<file path="src/ssne_params.svh">
/*
 * Constants for the skip, subtract and nibble-exchange execution datapath.
 * Assumes it is included by bare name from the package, ssne_exec and ssne_sub.
 */
`ifndef SSNE_PARAMS_SVH
`define SSNE_PARAMS_SVH

`define SSNE_DATA_W      8
`define SSNE_MSB         7
`define SSNE_NIB_LO_TOP  3
`define SSNE_NIB_HI_BOT  4
`define SSNE_NIB_W       5
`define SSNE_ACC_RST     8'h00
`define SSNE_BYTE_ZERO   8'h00
`define SSNE_SKIP_CYCLES 2

`endif

</file>
<file path="src/ssne_pkg.sv">
/*
 * Types shared by the execution datapath and its subtract unit.
 * Assumes ssne_params.svh sits in the same folder.
 */
`include "ssne_params.svh"

package ssne_pkg;

    // ------------------------------------------------------------------
    // Operations
    // ------------------------------------------------------------------
    typedef enum logic [2:0] {
        SSNE_OP_SKIP_IF_NONZERO,
        SSNE_OP_SUB_MEM,
        SSNE_OP_DIFFERENCE_TO_MEMORY,
        SSNE_OP_SUB_IMM,
        SSNE_OP_NIBBLE_EXCHANGE,
        SSNE_OP_NIBBLE_EXCHANGE_TO_ACC
    } ssne_op_e;

    typedef logic [`SSNE_DATA_W-1:0] ssne_byte_t;

    // ------------------------------------------------------------------
    // Flags touched by the subtract forms
    // ------------------------------------------------------------------
    typedef struct packed {
        logic twos_complement_wrap_flag;
        logic zero_flag;
        logic nibble_carry_flag;
        logic borrow_inverse_flag;
        logic signed_compare_flag;
        logic chained_result_null_flag;
    } ssne_flags_s;

    typedef struct packed {
        ssne_byte_t  diff;
        ssne_flags_s flags;
    } ssne_sub_res_s;

    function automatic ssne_byte_t ssne_swap_nibbles(input ssne_byte_t b);
        return {b[`SSNE_NIB_LO_TOP:0], b[`SSNE_MSB:`SSNE_NIB_HI_BOT]};
    endfunction : ssne_swap_nibbles

endpackage : ssne_pkg

</file>
<file path="src/ssne_exec.sv">
/*
 * Execution datapath for the skip-if-nonzero, subtract and nibble-exchange
 * operations; holds the accumulator and the subtract flags.
 * Assumes the sequencer presents the memory byte already read on mem_rdata
 * with op_valid, on the same clock, and performs any memory write it sees.
 */
`timescale 1ns/1ps
`default_nettype none
`include "ssne_params.svh"

module ssne_exec
    import ssne_pkg::*;
(
    input  wire logic        clock,
    input  wire logic        rst_n,
    input  wire logic        op_valid,
    input  wire ssne_op_e    op,
    input  wire ssne_byte_t  mem_rdata,
    input  wire ssne_byte_t  imm,
    input  wire logic        acc_wr_en,
    input  wire ssne_byte_t  acc_wr_data,
    output logic             ready_ff,
    output logic             done_ff,
    output logic             skip_ff,
    output logic             dummy_ff,
    output logic             mem_we_ff,
    output ssne_byte_t       mem_wdata_ff,
    output ssne_byte_t       acc_ff,
    output ssne_flags_s      flags_ff
);

    // ------------------------------------------------------------------
    // State and next values
    // ------------------------------------------------------------------
    typedef enum logic {SSNE_IDLE, SSNE_DUMMY} ssne_state_e;

    ssne_state_e   state_ff;
    ssne_state_e   nxt_state;
    logic          nxt_ready;
    logic          nxt_done;
    logic          nxt_skip;
    logic          nxt_dummy;
    logic          nxt_mem_we;
    ssne_byte_t    nxt_mem_wdata;
    ssne_byte_t    nxt_acc;
    ssne_flags_s   nxt_flags;
    ssne_byte_t    sub_b;
    ssne_sub_res_s sub_res;
    logic          accept;

    assign accept = op_valid && (state_ff == SSNE_IDLE);
    assign sub_b  = (op == SSNE_OP_SUB_IMM) ? imm : mem_rdata;

    ssne_sub u_sub (
        .minuend    (acc_ff),
        .subtrahend (sub_b),
        .res        (sub_res)
    );

    always_comb begin
        nxt_state     = state_ff;
        nxt_done      = 1'b0;
        nxt_skip      = 1'b0;
        nxt_dummy     = 1'b0;
        nxt_mem_we    = 1'b0;
        nxt_mem_wdata = mem_wdata_ff;
        nxt_acc       = acc_wr_en ? acc_wr_data : acc_ff;
        nxt_flags     = flags_ff;
        case (state_ff)
            SSNE_IDLE: begin
                if (accept) begin
                    case (op)
                        SSNE_OP_SKIP_IF_NONZERO: begin
                            // Skip decision now; dummy cycle follows.
                            nxt_skip  = (mem_rdata != `SSNE_BYTE_ZERO);
                            nxt_dummy = 1'b1;
                            nxt_state = SSNE_DUMMY;
                        end
                        SSNE_OP_SUB_MEM: begin
                            nxt_acc   = sub_res.diff;
                            nxt_flags = sub_res.flags;
                            nxt_done  = 1'b1;
                        end
                        SSNE_OP_DIFFERENCE_TO_MEMORY: begin
                            nxt_mem_we    = 1'b1;
                            nxt_mem_wdata = sub_res.diff;
                            nxt_flags     = sub_res.flags;
                            nxt_done      = 1'b1;
                        end
                        SSNE_OP_SUB_IMM: begin
                            nxt_acc   = sub_res.diff;
                            nxt_flags = sub_res.flags;
                            nxt_done  = 1'b1;
                        end
                        SSNE_OP_NIBBLE_EXCHANGE: begin
                            nxt_mem_we    = 1'b1;
                            nxt_mem_wdata = ssne_swap_nibbles(mem_rdata);
                            nxt_done      = 1'b1;
                        end
                        SSNE_OP_NIBBLE_EXCHANGE_TO_ACC: begin
                            nxt_acc  = ssne_swap_nibbles(mem_rdata);
                            nxt_done = 1'b1;
                        end
                        default: begin
                            nxt_done = 1'b1;
                        end
                    endcase
                end
            end
            SSNE_DUMMY: begin
                // The fetched instruction is discarded here when skipping.
                nxt_skip  = skip_ff;
                nxt_done  = 1'b1;
                nxt_state = SSNE_IDLE;
            end
            default: begin
                nxt_state = SSNE_IDLE;
            end
        endcase
        nxt_ready = (nxt_state == SSNE_IDLE);
    end

    always_ff @(posedge clock or negedge rst_n) begin
        if (!rst_n) begin
            state_ff     <= SSNE_IDLE;
            ready_ff     <= 1'b1;
            done_ff      <= 1'b0;
            skip_ff      <= 1'b0;
            dummy_ff     <= 1'b0;
            mem_we_ff    <= 1'b0;
            mem_wdata_ff <= `SSNE_BYTE_ZERO;
            acc_ff       <= `SSNE_ACC_RST;
            flags_ff     <= '0;
        end else begin
            state_ff     <= nxt_state;
            ready_ff     <= nxt_ready;
            done_ff      <= nxt_done;
            skip_ff      <= nxt_skip;
            dummy_ff     <= nxt_dummy;
            mem_we_ff    <= nxt_mem_we;
            mem_wdata_ff <= nxt_mem_wdata;
            acc_ff       <= nxt_acc;
            flags_ff     <= nxt_flags;
        end
    end

    // ------------------------------------------------------------------
    // Checks
    // ------------------------------------------------------------------
    // Independent reference for the immediate form, not taken from u_sub.
    ssne_byte_t chk_imm_diff;
    logic       chk_sub_op;
    assign chk_imm_diff = acc_ff - imm;
    assign chk_sub_op   = (op == SSNE_OP_SUB_MEM) || (op == SSNE_OP_SUB_IMM)
                       || (op == SSNE_OP_DIFFERENCE_TO_MEMORY);
endmodule : ssne_exec

`default_nettype wire

</file>
<file path="src/ssne_sub.sv">
/*
 * Combinational 8-bit subtractor producing the difference and its flags.
 * Assumes operands are stable within the cycle in which they are used.
 */
`timescale 1ns/1ps
`default_nettype none
`include "ssne_params.svh"

module ssne_sub
    import ssne_pkg::*;
(
    input  wire ssne_byte_t    minuend,
    input  wire ssne_byte_t    subtrahend,
    output var  ssne_sub_res_s res
);

    logic [`SSNE_DATA_W:0]  full;
    logic [`SSNE_NIB_W-1:0] low;
    logic                   wrap;

    always_comb begin
        full = {1'b0, minuend} - {1'b0, subtrahend};
        low  = {1'b0, minuend[`SSNE_NIB_LO_TOP:0]}
             - {1'b0, subtrahend[`SSNE_NIB_LO_TOP:0]};
        // Signed wrap: operands differ in sign and result sign follows b.
        wrap = (minuend[`SSNE_MSB] ^ subtrahend[`SSNE_MSB])
             & (full[`SSNE_MSB] ^ minuend[`SSNE_MSB]);
        res.diff                           = full[`SSNE_DATA_W-1:0];
        res.flags.twos_complement_wrap_flag = wrap;
        res.flags.zero_flag = (full[`SSNE_DATA_W-1:0] == `SSNE_BYTE_ZERO);
        res.flags.nibble_carry_flag   = ~low[`SSNE_NIB_W-1];
        res.flags.borrow_inverse_flag = ~full[`SSNE_DATA_W];
        res.flags.signed_compare_flag = wrap ^ full[`SSNE_MSB];
        // Without a borrow chain the chained zero equals the plain zero.
        res.flags.chained_result_null_flag =
            (full[`SSNE_DATA_W-1:0] == `SSNE_BYTE_ZERO);
    end

endmodule : ssne_sub

`default_nettype wire

</file>
<file path="config.mk">
export PLATFORM = sky130hd
export DESIGN_NAME = ssne_exec
export DESIGN_NICKNAME = d
export VERILOG_FILES = /design/src/ssne_pkg.sv /design/src/ssne_exec.sv /design/src/ssne_sub.sv
export VERILOG_INCLUDE_DIRS = /design/src
export SDC_FILE = /design/constraint.sdc
export NUM_CORES = 1
export LEC_CHECK = 0
export BUFFER_PORTS_ARGS = -buffer_cell sky130_fd_sc_hd__buf_2
export CAP_MARGIN = 10
export CORE_UTILIZATION = 51
export DETAILED_ROUTE_END_ITERATION = 10
export PLACE_DENSITY = 0.8
export SYNTH_ARGS = -nofsm -noshare
export SYNTH_HDL_FRONTEND = slang
export SYNTH_SLANG_ARGS = --single-unit
</file>
<file path="constraint.sdc">
create_clock -name clock -period 3.1 [get_ports clock]
set_input_delay 0.465 -clock clock [delete_from_list [all_inputs] [get_ports clock]]
set_output_delay 0.465 -clock clock [all_outputs]
set_load 0.03 [all_outputs]
</file>
==> run_results.csv, run 1 <==
group,metric,value,unit
sta,fmax,354,MHz
place,dpl.hpwl,3.56,mm
layout,drive_gt1_share,36.5,%
setup_path,critPathRequiredTime,3380,ps
sta,finalHoldViolCount,0,
hold_path,holdCritPathClass,"in -> async",
clock_tree,holdBufCountCts,0,
die,die_h,60.9,microns
place,portBuffers,57,
clock_tree,cts_tree,"yes",
layout,nFillCells,286,
sta,tns,0,ps
die,core-area,0.00334,sq mm
power_and_ir_drop,power_leakage,1.14,nW
route,ant_nets,0,
sta,relSlewSlack,61.0,%
setup_path,end_kind,"register",
setup_path,regToRegEndpoint,"flags_ff[0]",
die,io_pins,58,
sta,setup_viol_count_final,0,
logic_synthesis,syn-cell-area,0.00177,sq mm
route,drt_iter0_markers,65,
clock_tree,cts_buffer_depth,2,
layout,register_area,652,sq um
sta,whs,104,ps
route,drc,0,
layout,nNetsFinal,294,
layout,insertedDiodeCount,0,
clock_tree,post_cts_resized,0,
clock_tree,clkLatencyLatePin,330,ps
setup_path,r2r_cells,11,
route,drtPass1Iterations,4,
setup_path,r2r_slack,540,ps
logic_synthesis,yosysWarnings,0,
sta,fin_worst_skew,10.2,ps
clock_tree,h-tree-depth,1,
power_and_ir_drop,powerDensity,652,mW/mm^2
sta,fin_ws,272,ps
setup_path,setup.worst_path.start,"op[2]",
route,via_count,1641,
die,initial_utilization,53.1,%
global_routing,grt_overflow_total,0,
global_routing,grt_pass1_wl,6.83,mm
job,maxCapViolCount,0,
layout,fin_area,0.00224,sq mm
setup_path,cp_cell_sequence,"buf_2 -> nand3b_1 -> buf_4 -> mux2i_4 -> ha_1 -> nand2b_1 -> a21oi_1 -> o311a_1 -> o21ai_0 -> nand2b_1 -> fa_1 -> nor2_1 -> nand3_1 -> nor4_2 -> a32o_1",
die,fp-row-count,21,
logic_synthesis,synth-async-reset-ratio,100,%
layout,finish.utilization,67.3,%
logic_synthesis,synth_top_area_share,35.3,%
sta,period_share,91.2,%
logic_synthesis,synthFlopType,"dfrtp_1",
setup_path,start_kind,"input pin",
logic_synthesis,ys_seq_area_share,36.8,%
layout,multiInputGateArea,0.00105,sq mm
clock_tree,numCtsBuffers,3,
route,post_drt_wl_per_cell,14.9,microns
setup_path,r2r-start,"acc_ff[2]",
clock_tree,clock-sinks,26,
clock_tree,postCtsSetupRepairBufs,0,
layout,syn2layout_area_growth,26.8,%
global_routing,grt_pass1_vias,1385,
clock_tree,cts_root_buf,"clkbuf_4",
setup_path,cpMostUsedCell,"nand2b_1",
global_routing,grt_usage,25.9,%
global_routing,grt_max_degree,27,
setup_path,critPathKind,"in -> reg",
power_and_ir_drop,peakVddDrop,0.279,mV
logic_synthesis,yosys_register_bits,26,
setup_path,cp-endpoint,"flags_ff[0]",
logic_synthesis,synthCells,186,
run_status,status,"complete, no violations",
logic_synthesis,synth_edf_count,0,
logic_synthesis,synthTopCellsByArea,"dfrtp_1 35%, mux2i_1 10%, ha_1 5.7%, nand2_1 3.8%, a21oi_1 3.7%",
sta,worst_pin_slew,585,ps
sta,period_needed,2830,ps
logic_synthesis,ys_types,44,
logic_synthesis,syn_nets,227,
die,die_w,60.9,microns
place,dp_slack,-90.6,ps
setup_path,cp.arrival,3110,ps
setup_path,slowest_delay,460,ps
route,vias_per_cell,5.51,
global_routing,antenna_found_initial,0,
clock_tree,clk_pin_slew_worst_paths,160,ps
logic_synthesis,avgSynthCellArea,9.52,sq um
sta,maxSlewViolCount,0,
die,dieArea,0.00371,sq mm
logic_synthesis,yosys.area.top_type,"dfrtp_1",
sta,rsz0062_at_grt,"false",
setup_path,cp_slowest_cell,"fa_1",
setup_path,crit_fanout,7,
route,wl,4.43,mm
place,place_congestion,0.969,
place,placed_area,0.00219,sq mm
-- through the flow --
step                instances  total power [mW]
global route              298              1.57
floorplan                 186             0.986
detailed placement        294              1.23
global placement          294              1.22
finish                    298              1.46
CTS                       298              1.47
-- cell families (layout without fill, tap and decap cells) --
kind of cell	count (synthesis)	count (layout)	synth area share, %
AO/OA/AOI/OAI	59	59	22.3
AND/OR/NAND/NOR	47	47	13.9
flip-flops	26	26	36.8
multiplexers	21	21	12.1
buffers and inverters	18	84	4.52
adder cells (fa/ha/maj)	10	10	7.92
XOR/XNOR	5	5	2.47
-- area by class of cell --
| cell class | instances | area share (%) |
|---|---|---|
| Tap cell | 46 | 2.56 |
| Sequential cell | 26 | 29.0 |
| Inverter | 7 | 1.17 |
| Timing Repair Buffer | 73 | 18.1 |
| Clock inverter | 1 | 1.34 |
| Multi-Input combinational cell | 142 | 46.8 |
| Clock buffer | 3 | 1.00 |
-- where the power goes --
group	switching [mW]	leakage (nW)	internal [mW]
combinational	0.463	0.793	0.292
sequential	0.0481	0.318	0.419
clock	0.110	0.0279	0.131
total	0.621	1.14	0.842
-- registers in the layout (all words and copies together) (netlist names) --
| register | flops |
|---|---|
| acc_ff | 8 |
| done_ff | 1 |
| dummy_ff | 1 |
| flags_ff | 5 |
| mem_wdata_ff | 8 |
| mem_we_ff | 1 |
| ready_ff | 1 |
| skip_ff | 1 |
-- placed cells by master (no fill, tap or decap), types with 3 or more instances in the layout --
| master | count |
|---|---|
| a21oi_1 | 13 |
| a22o_1 | 5 |
| buf_2 | 57 |
| buf_4 | 16 |
| clkbuf_4 | 3 |
| dfrtp_1 | 25 |
| ha_1 | 8 |
| inv_1 | 7 |
| mux2_2 | 3 |
| mux2i_1 | 17 |
| nand2_1 | 18 |
| nand2b_1 | 3 |
| nor2_1 | 7 |
| nor4_1 | 3 |
| o21ai_0 | 11 |
| o21ai_1 | 10 |
| o31ai_1 | 3 |
| or2_2 | 3 |
| or3_1 | 5 |
| xnor2_1 | 4 |
-- worst min path at each step --
stage,cells past startpoint,to,slack (ps)
2_1_floorplan,0,acc_ff[0],170
3_3_place_gp,2,flags_ff[5],460
3_5_place_dp,2,flags_ff[5],460
4_1_cts,1,mem_wdata_ff[5],120
5_1_grt,1,mem_wdata_ff[5],130
6_report,1,mem_wdata_ff[5],100
-- metal layers --
| metal | share of wire [%] | global-route usage (%) | wire [microns] |
|---|---|---|---|
| met2 | 46 | 41.0 | 2060 |
| met1 | 47 | 36.3 | 2100 |
| met4 | 1.3 | 7.14 | 59 |
| met5 | 0 | 0 | 0 |
| met3 | 4.9 | 4.69 | 215 |
-- cells in the mapped netlist, drive strengths merged (4+ instances only) --
cell type	count
or2	4
a22o	5
mux2i	18
nor2	8
or3	5
inv	7
ha	8
dfrtp	25
xnor2	4
nand2b	4
buf	8
nor4	4
nand2	18
a21oi	14
o21ai	21
-- worst max-delay path, delay by kind of cell --
kind / cells / cell delay [ps]
AO/OA/AOI/OAI: 4 / 760
adder cells (fa/ha/maj): 2 / 730
buffers and inverters: 2 / 290
AND/OR/NAND/NOR: 6 / 670
multiplexers: 1 / 190
Power figures use the tool's default switching activity.
==> run 2, diff against run 1 <==
--- a/config.mk
+++ b/config.mk
@@ -6,8 +6,10 @@
 export SDC_FILE = /design/constraint.sdc
 export NUM_CORES = 1
 export LEC_CHECK = 0
-export BUFFER_PORTS_ARGS = -buffer_cell sky130_fd_sc_hd__buf_2
+export ABC_CLOCK_PERIOD_IN_PS = 3100
+export BUFFER_PORTS_ARGS = -buffer_cell sky130_fd_sc_hd__buf_4
 export CAP_MARGIN = 10
+export CORE_ASPECT_RATIO = 0.8
 export CORE_UTILIZATION = 51
 export DETAILED_ROUTE_END_ITERATION = 10
 export PLACE_DENSITY = 0.8
==> run 2 against run 1 <==
Compared with the run above: critical path type unchanged; sequential power is 3% higher; first-iteration DRC count grew 100%; via count up 3.7%; register-to-register slack about the same; critical endpoint unchanged; clock skew is 3.2 ps lower; cell area is 5.1% higher.
==> run_results.csv, run 2 (synthesized netlist as in run 1, its figures left out) <==
group,metric,value,unit
run_status,status,"complete, no violations",
layout,top_regs,"acc_ff x8, mem_wdata_ff x8, flags_ff x5",
die,die_w,67.9,microns
global_routing,grt_overflow_total,0,
power_and_ir_drop,p_sw_share,42.4,%
setup_path,cp.arrival,3150,ps
clock_tree,clock-sinks,26,
setup_path,critPathKind,"in -> reg",
setup_path,slowest_delay,450,ps
power_and_ir_drop,p_int,0.877,mW
route,drtPass1Iterations,4,
place,placed_cells,285,
layout,finalNonFillerCells,289,
clock_tree,clk_pin_slew_worst_paths,100,ps
place,portBuffers,57,
power_and_ir_drop,powerDensity,645,mW/mm^2
place,dpl.hpwl,3.91,mm
sta,period_needed,2930,ps
die,fp-row-count,18,
route,via_count,1701,
setup_path,end_kind,"register",
setup_path,cpMostUsedCell,"buf_4",
layout,final_common_cell,"buf_4",
sta,worst_pin_slew,487,ps
route,route.met3.wl,376,microns
global_routing,grt_usage,28.9,%
setup_path,critPathBufInv,2,
setup_path,start_kind,"input pin",
place,placed_area,0.00230,sq mm
setup_path,cp_top_family,"simple AND/OR/NAND/NOR gates",
clock_tree,clkLatencyLatePin,280,ps
sta,maxSlewViolCount,0,
die,initial_utilization,55.4,%
clock_tree,postCtsSetupRepairBufs,0,
route,post_drt_wl_per_cell,17.3,microns
clock_tree,cts_tree,"yes",
die,io_pins,58,
power_and_ir_drop,power_frac_clock,14.9,%
sta,fin_ws,174,ps
route,routed.top_layer,"met4",
die,die_h,54.7,microns
sta,finalHoldViolCount,0,
layout,fin_area,0.00236,sq mm
layout,insertedDiodeCount,0,
clock_tree,holdBufCountCts,0,
sta,rsz0062_at_grt,"false",
layout,syn2layout_area_growth,33.3,%
power_and_ir_drop,seqPwrFrac,31.5,%
sta,fmax,342,MHz
setup_path,cp_slowest_cell,"fa_1",
layout,finish.utilization,73.8,%
route,wl_met2,2.27,mm
setup_path,cp_cell_sequence,"buf_4 -> nand3b_1 -> buf_4 -> mux2i_1 -> ha_1 -> or2_2 -> o311a_1 -> o21ai_0 -> nand2b_1 -> fa_1 -> nor2_1 -> nand3_1 -> nor4_2 -> a32o_1",
layout,nNetsFinal,291,
job,maxCapViolCount,0,
layout,nFillCells,246,
sta,setup_viol_count_final,0,
power_and_ir_drop,combinationalPowerShare,53.6,%
global_routing,antenna_found_initial,0,
clock_tree,cts_buffer_depth,2,
route,met1_length,2.28,mm
global_routing,grt_pass1_wl,7.68,mm
global_routing,grt_max_degree,27,
setup_path,crit_fanout,7,
power_and_ir_drop,power_leakage,1.17,nW
die,dieArea,0.00371,sq mm
layout,final_cell_mix,"70 x buf_4, 25 x dfrtp_1, 18 x nand2_1",
route,vias_per_cell,5.89,
sta,fin_worst_skew,7.05,ps
clock_tree,post_cts_resized,0,
power_and_ir_drop,peakVddDrop,0.449,mV
layout,drive_gt1_share,35.7,%
route,drc,0,
clock_tree,cts_root_buf,"clkbuf_8",
place,place_congestion,0.930,
hold_path,holdCritPathClass,"in -> async",
setup_path,r2r_cells,11,
power_and_ir_drop,power.net_switching,0.646,mW
clock_tree,h-tree-depth,1,
global_routing,grt_pass1_vias,1641,
route,wl,4.99,mm
sta,period_share,94.4,%
place,dp_slack,-96.4,ps
die,core-area,0.00320,sq mm
route,drt_iter0_markers,130,
setup_path,critPathRequiredTime,3320,ps
setup_path,cp.depth,14,
power_and_ir_drop,power,1.52,mW
sta,relSlewSlack,67.5,%
clock_tree,numCtsBuffers,3,
route,ant_nets,0,
run 2: cell count changes in the layout (fill, tap and decap cells not counted), sizes merged:
cell	before	now
buf	73	70
bufinv	1	0
clkbuf	3	4
run 2: metal layers:
metal / vias up / GRT usage (%)
li1: 805 / -
met1: 811 / 38.1
met2: 74 / 47.4
met3: 11 / 7.29
met4: 0 / 7.99
met5: - / 0
run 2: path summary, 6_finish.rpt:
kind,startpoint,end,slack (ps)
setup / recovery,op[2],flags_ff[0],170
hold / removal,rst_n,flags_ff[3],90
setup reg to reg,acc_ff[1],flags_ff[0],530
hold reg to reg,mem_wdata_ff[7],mem_wdata_ff[7],490
max in group asynchronous,rst_n,ready_ff,2710
min in group clock,op_valid,done_ff,460
run 2: worst register-to-register path, delay by kind of cell (launching register included):
family / cells / cell delay (ps)
AOI/OAI and AO/OA: 4 / 720
adders and majority gates: 2 / 770
DFF: 1 / 460
and+or+nand+nor: 5 / 560
run 2: layout make-up:
cell class              count  area, sq um  area share [%]
multi-input cells         142         1050            44.5
flip-flops and latches     26          652            27.6
repair buffers             70          526            22.3
clock buffers               4         55.1            2.33
well taps                  40         50.0            2.12
inverters                   7         26.3            1.11
run 2: power groups by stage:
stage / Clock (mW) / Sequential (mW) / Combinational, mW
6_report: 0.227 / 0.480 / 0.816
5_1_grt: 0.241 / 0.491 / 0.886
4_1_cts: 0.226 / 0.480 / 0.812
3_5_place_dp: 0 / 0.485 / 0.808
3_3_place_gp: 0 / 0.480 / 0.801
2_1_floorplan: 0 / 0.641 / 0.346
run 2: through the flow:
stage,setup TNS [ps],hold WS (ps)
4_1_cts,0,93.9
6_report,0,86.6
3_5_place_dp,-175,395
3_3_place_gp,-21.8,389
2_1_floorplan,-1.33,169
5_1_grt,0,107
==> run 3, diff against run 2 <==
--- a/config.mk
+++ b/config.mk
@@ -10,9 +10,10 @@
 export BUFFER_PORTS_ARGS = -buffer_cell sky130_fd_sc_hd__buf_4
 export CAP_MARGIN = 10
 export CORE_ASPECT_RATIO = 0.8
-export CORE_UTILIZATION = 51
+export CORE_UTILIZATION = 50
 export DETAILED_ROUTE_END_ITERATION = 10
-export PLACE_DENSITY = 0.8
+export PLACE_DENSITY = 0.78
 export SYNTH_ARGS = -nofsm -noshare
 export SYNTH_HDL_FRONTEND = slang
+export SYNTH_HIERARCHICAL = 1
 export SYNTH_SLANG_ARGS = --single-unit
==> run 3 against run 2 <==
Compared with the run above: combinational power up 25%; largest cell class unchanged; register-to-register slack worse by 220 ps; utilization up 3.0 points; critical path type unchanged; sequential cell count up 1; the flow now finishes with violations (setup timing).
==> run_results.csv, run 3 <==
group,metric,value,unit
run_status,status,"complete, but fails checks",
run_status,violations,"setup timing",
setup_path,critPathRequiredTime,3330,ps
layout,insertedDiodeCount,0,
logic_synthesis,ys_types,41,
clock_tree,clock-sinks,27,
logic_synthesis,synth_edf_count,0,
route,ant_nets,0,
logic_synthesis,ys_seq_area_share,35.7,%
die,fp-row-count,19,
place,portBuffers,57,
logic_synthesis,synthFlopType,"dfrtp_1",
die,core-area,0.00352,sq mm
power_and_ir_drop,peakVddDrop,0.591,mV
place,dpl.hpwl,4.10,mm
layout,nNetsFinal,304,
route,drtPass1Iterations,7,
layout,syn2layout_area_growth,42.4,%
job,maxCapViolCount,0,
setup_path,cp-endpoint,"flags_ff[0]",
global_routing,grt_max_degree,28,
logic_synthesis,yosys.area.top_type,"dfrtp_1",
clock_tree,cts_tree,"yes",
sta,maxSlewViolCount,0,
layout,nFillCells,233,
global_routing,grt_usage,28.8,%
global_routing,grt_overflow_total,0,
setup_path,cp.arrival,3360,ps
global_routing,grt_pass1_wl,8.78,mm
route,drc,0,
hold_path,holdCritPathClass,"in -> async",
layout,drive_gt1_share,56.1,%
sta,finalHoldViolCount,0,
setup_path,r2r_cells,11,
sta,tns,-67.9,ps
die,io_pins,58,
clock_tree,numCtsBuffers,3,
die,die_w,70.9,microns
sta,fin_ws,-31.0,ps
route,drt_iter0_markers,157,
sta,fin_worst_skew,5.12,ps
sta,rsz0062_at_grt,"true",
setup_path,start_kind,"input pin",
global_routing,grt_pass1_vias,1771,
setup_path,critPathKind,"in -> reg",
logic_synthesis,synthCells,180,
logic_synthesis,yosysWarnings,6,
clock_tree,h-tree-depth,1,
clock_tree,cts_buffer_depth,2,
route,via_count,1778,
place,place_congestion,0.924,
logic_synthesis,synth_top_area_share,34.3,%
setup_path,end_kind,"register",
die,die_h,57.1,microns
setup_path,r2r_slack,310,ps
power_and_ir_drop,power_leakage,1.27,nW
sta,period_needed,3130,ps
global_routing,antenna_found_initial,0,
logic_synthesis,syn-cell-area,0.00190,sq mm
die,initial_utilization,53.9,%
logic_synthesis,yosys_register_bits,27,
route,post_drt_wl_per_cell,18.6,microns
setup_path,regToRegEndpoint,"flags_ff[0]",
setup_path,crit_fanout,7,
sta,setup_viol_count_final,3,
layout,final_cell_mix,"83 x buf_4, 32 x mux2_2, 26 x dfrtp_1",
layout,final_common_cell,"buf_4",
clock_tree,cts_root_buf,"clkbuf_8",
setup_path,setup.worst_path.start,"op[2]",
power_and_ir_drop,powerDensity,651,mW/mm^2
logic_synthesis,synth-async-reset-ratio,100,%
sta,period_share,101,%
sta,worst_pin_slew,624,ps
logic_synthesis,synth_commonest_cells,"36 x mux2_2, 26 x dfrtp_1, 13 x inv_1, 13 x nand3_1, 9 x o21ai_0",
layout,top_regs,"acc_ff x8, mem_wdata_ff x8, flags_ff x6",
die,dieArea,0.00405,sq mm
clock_tree,clk_pin_slew_worst_paths,100,ps
logic_synthesis,syn_nets,221,
route,vias_per_cell,5.85,
setup_path,r2r-start,"acc_ff[1]",
route,wl,5.65,mm
logic_synthesis,synthTopCellsByArea,"dfrtp_1 34%, mux2_2 21%, ha_1 5.3%, nand3_1 3.4%, inv_1 2.6%",
logic_synthesis,yosysMostFrequentCell,"mux2_2",
logic_synthesis,avgSynthCellArea,10.5,sq um
sta,relSlewSlack,58.2,%
sta,fmax,319,MHz
layout,finish.utilization,76.8,%
clock_tree,clkLatencyLatePin,280,ps
power_and_ir_drop,power,1.76,mW
[run 3: cell count changes after synthesis, moves of 3 or more]
cell,delta
mux2_2,+33
nand3_1,+12
nand2_1,-11
nor3_1,+4
inv_1,+6
o21ai_1,-10
a21oi_1,-10
mux2i_1,-16
or2_2,-3
or3_1,-5
buf_2,-4
[run 3: what timing repair did]
item / CTS / global route
endpoints found under the setup margin: 2 / 4
pin swaps: 0 / 0
gates resized for setup: 6 / 5
buffers inserted: 3 / 4
hold buffers: 0 / 0
[run 3: worst min-delay path by stage]
stage / start / to / slack (ps) / depth (start not counted)
floorplan: rst_n / acc_ff[0] / 170 / 0
global placement: rst_n / mem_wdata_ff[0] / 390 / 1
detailed placement: rst_n / mem_wdata_ff[1] / 410 / 1
CTS: rst_n / mem_wdata_ff[1] / 90 / 1
global route: rst_n / acc_ff[0] / 90 / 1
finish: rst_n / mem_wdata_ff[1] / 80 / 1
[run 3: metal layers]
metal	up-vias	track usage, %	share of wire (%)
li1	822	-	-
met1	854	37.8	44
met5	-	0	0
met2	86	48.9	49
met4	0	8.29	1.9
met3	16	5.65	5.4
[run 3: layout make-up]
cell class                      instances  area, sq um  area share [%]
Multi-Input combinational cell        133         1220            45.3
Sequential cell                        27          677            25.1
Timing Repair Buffer                   85          646            23.9
Tap cell                               42         52.6            1.95
Inverter                               13         51.3            1.90
Clock buffer                            3         41.3            1.53
Clock inverter                          1         8.76           0.324
[run 3: power by group]
group	switching (mW)	leakage, nW	total, mW	internal (mW)
registers	0.0642	0.330	0.512	0.447
clock network	0.127	0.0261	0.222	0.0948
logic	0.543	0.914	1.02	0.481
total	0.734	1.27	1.76	1.02
[run 3: critical path, cell delays in order]
cell	delay (ps)
buf_6	90
nand3b_1	150
buf_6	150
mux2_4	210
inv_2	40
ha_4	250
nor2b_4	170
o311ai_4	100
a21oi_2	160
o21a_1	150
nor2_2	40
fa_1	540
nand3_1	90
or4_4	430
nor3_4	140
mux2_2	170
[run 3: logic make-up after synthesis]
group | share of synthesized area (%)
AND/OR/NAND/NOR | 18.0
buffers and inverters | 4.75
AO/OA/AOI/OAI | 9.43
adder cells (fa/ha/maj) | 7.39
flip-flops | 35.7
multiplexers | 22.4
XOR/XNOR | 2.31
[run 3: through the flow]
step                setup slack (ps)  hold slack (ps)  instances  instance area (sq um)
finish                         -31.0             82.1        304                   2700
global route                    -132             93.2        304                   2700
CTS                             14.6             92.5        300                   2650
detailed placement              -340              408        293                   2550
global placement                -270              395        293                   2550
floorplan                       -367              169        180                   1960
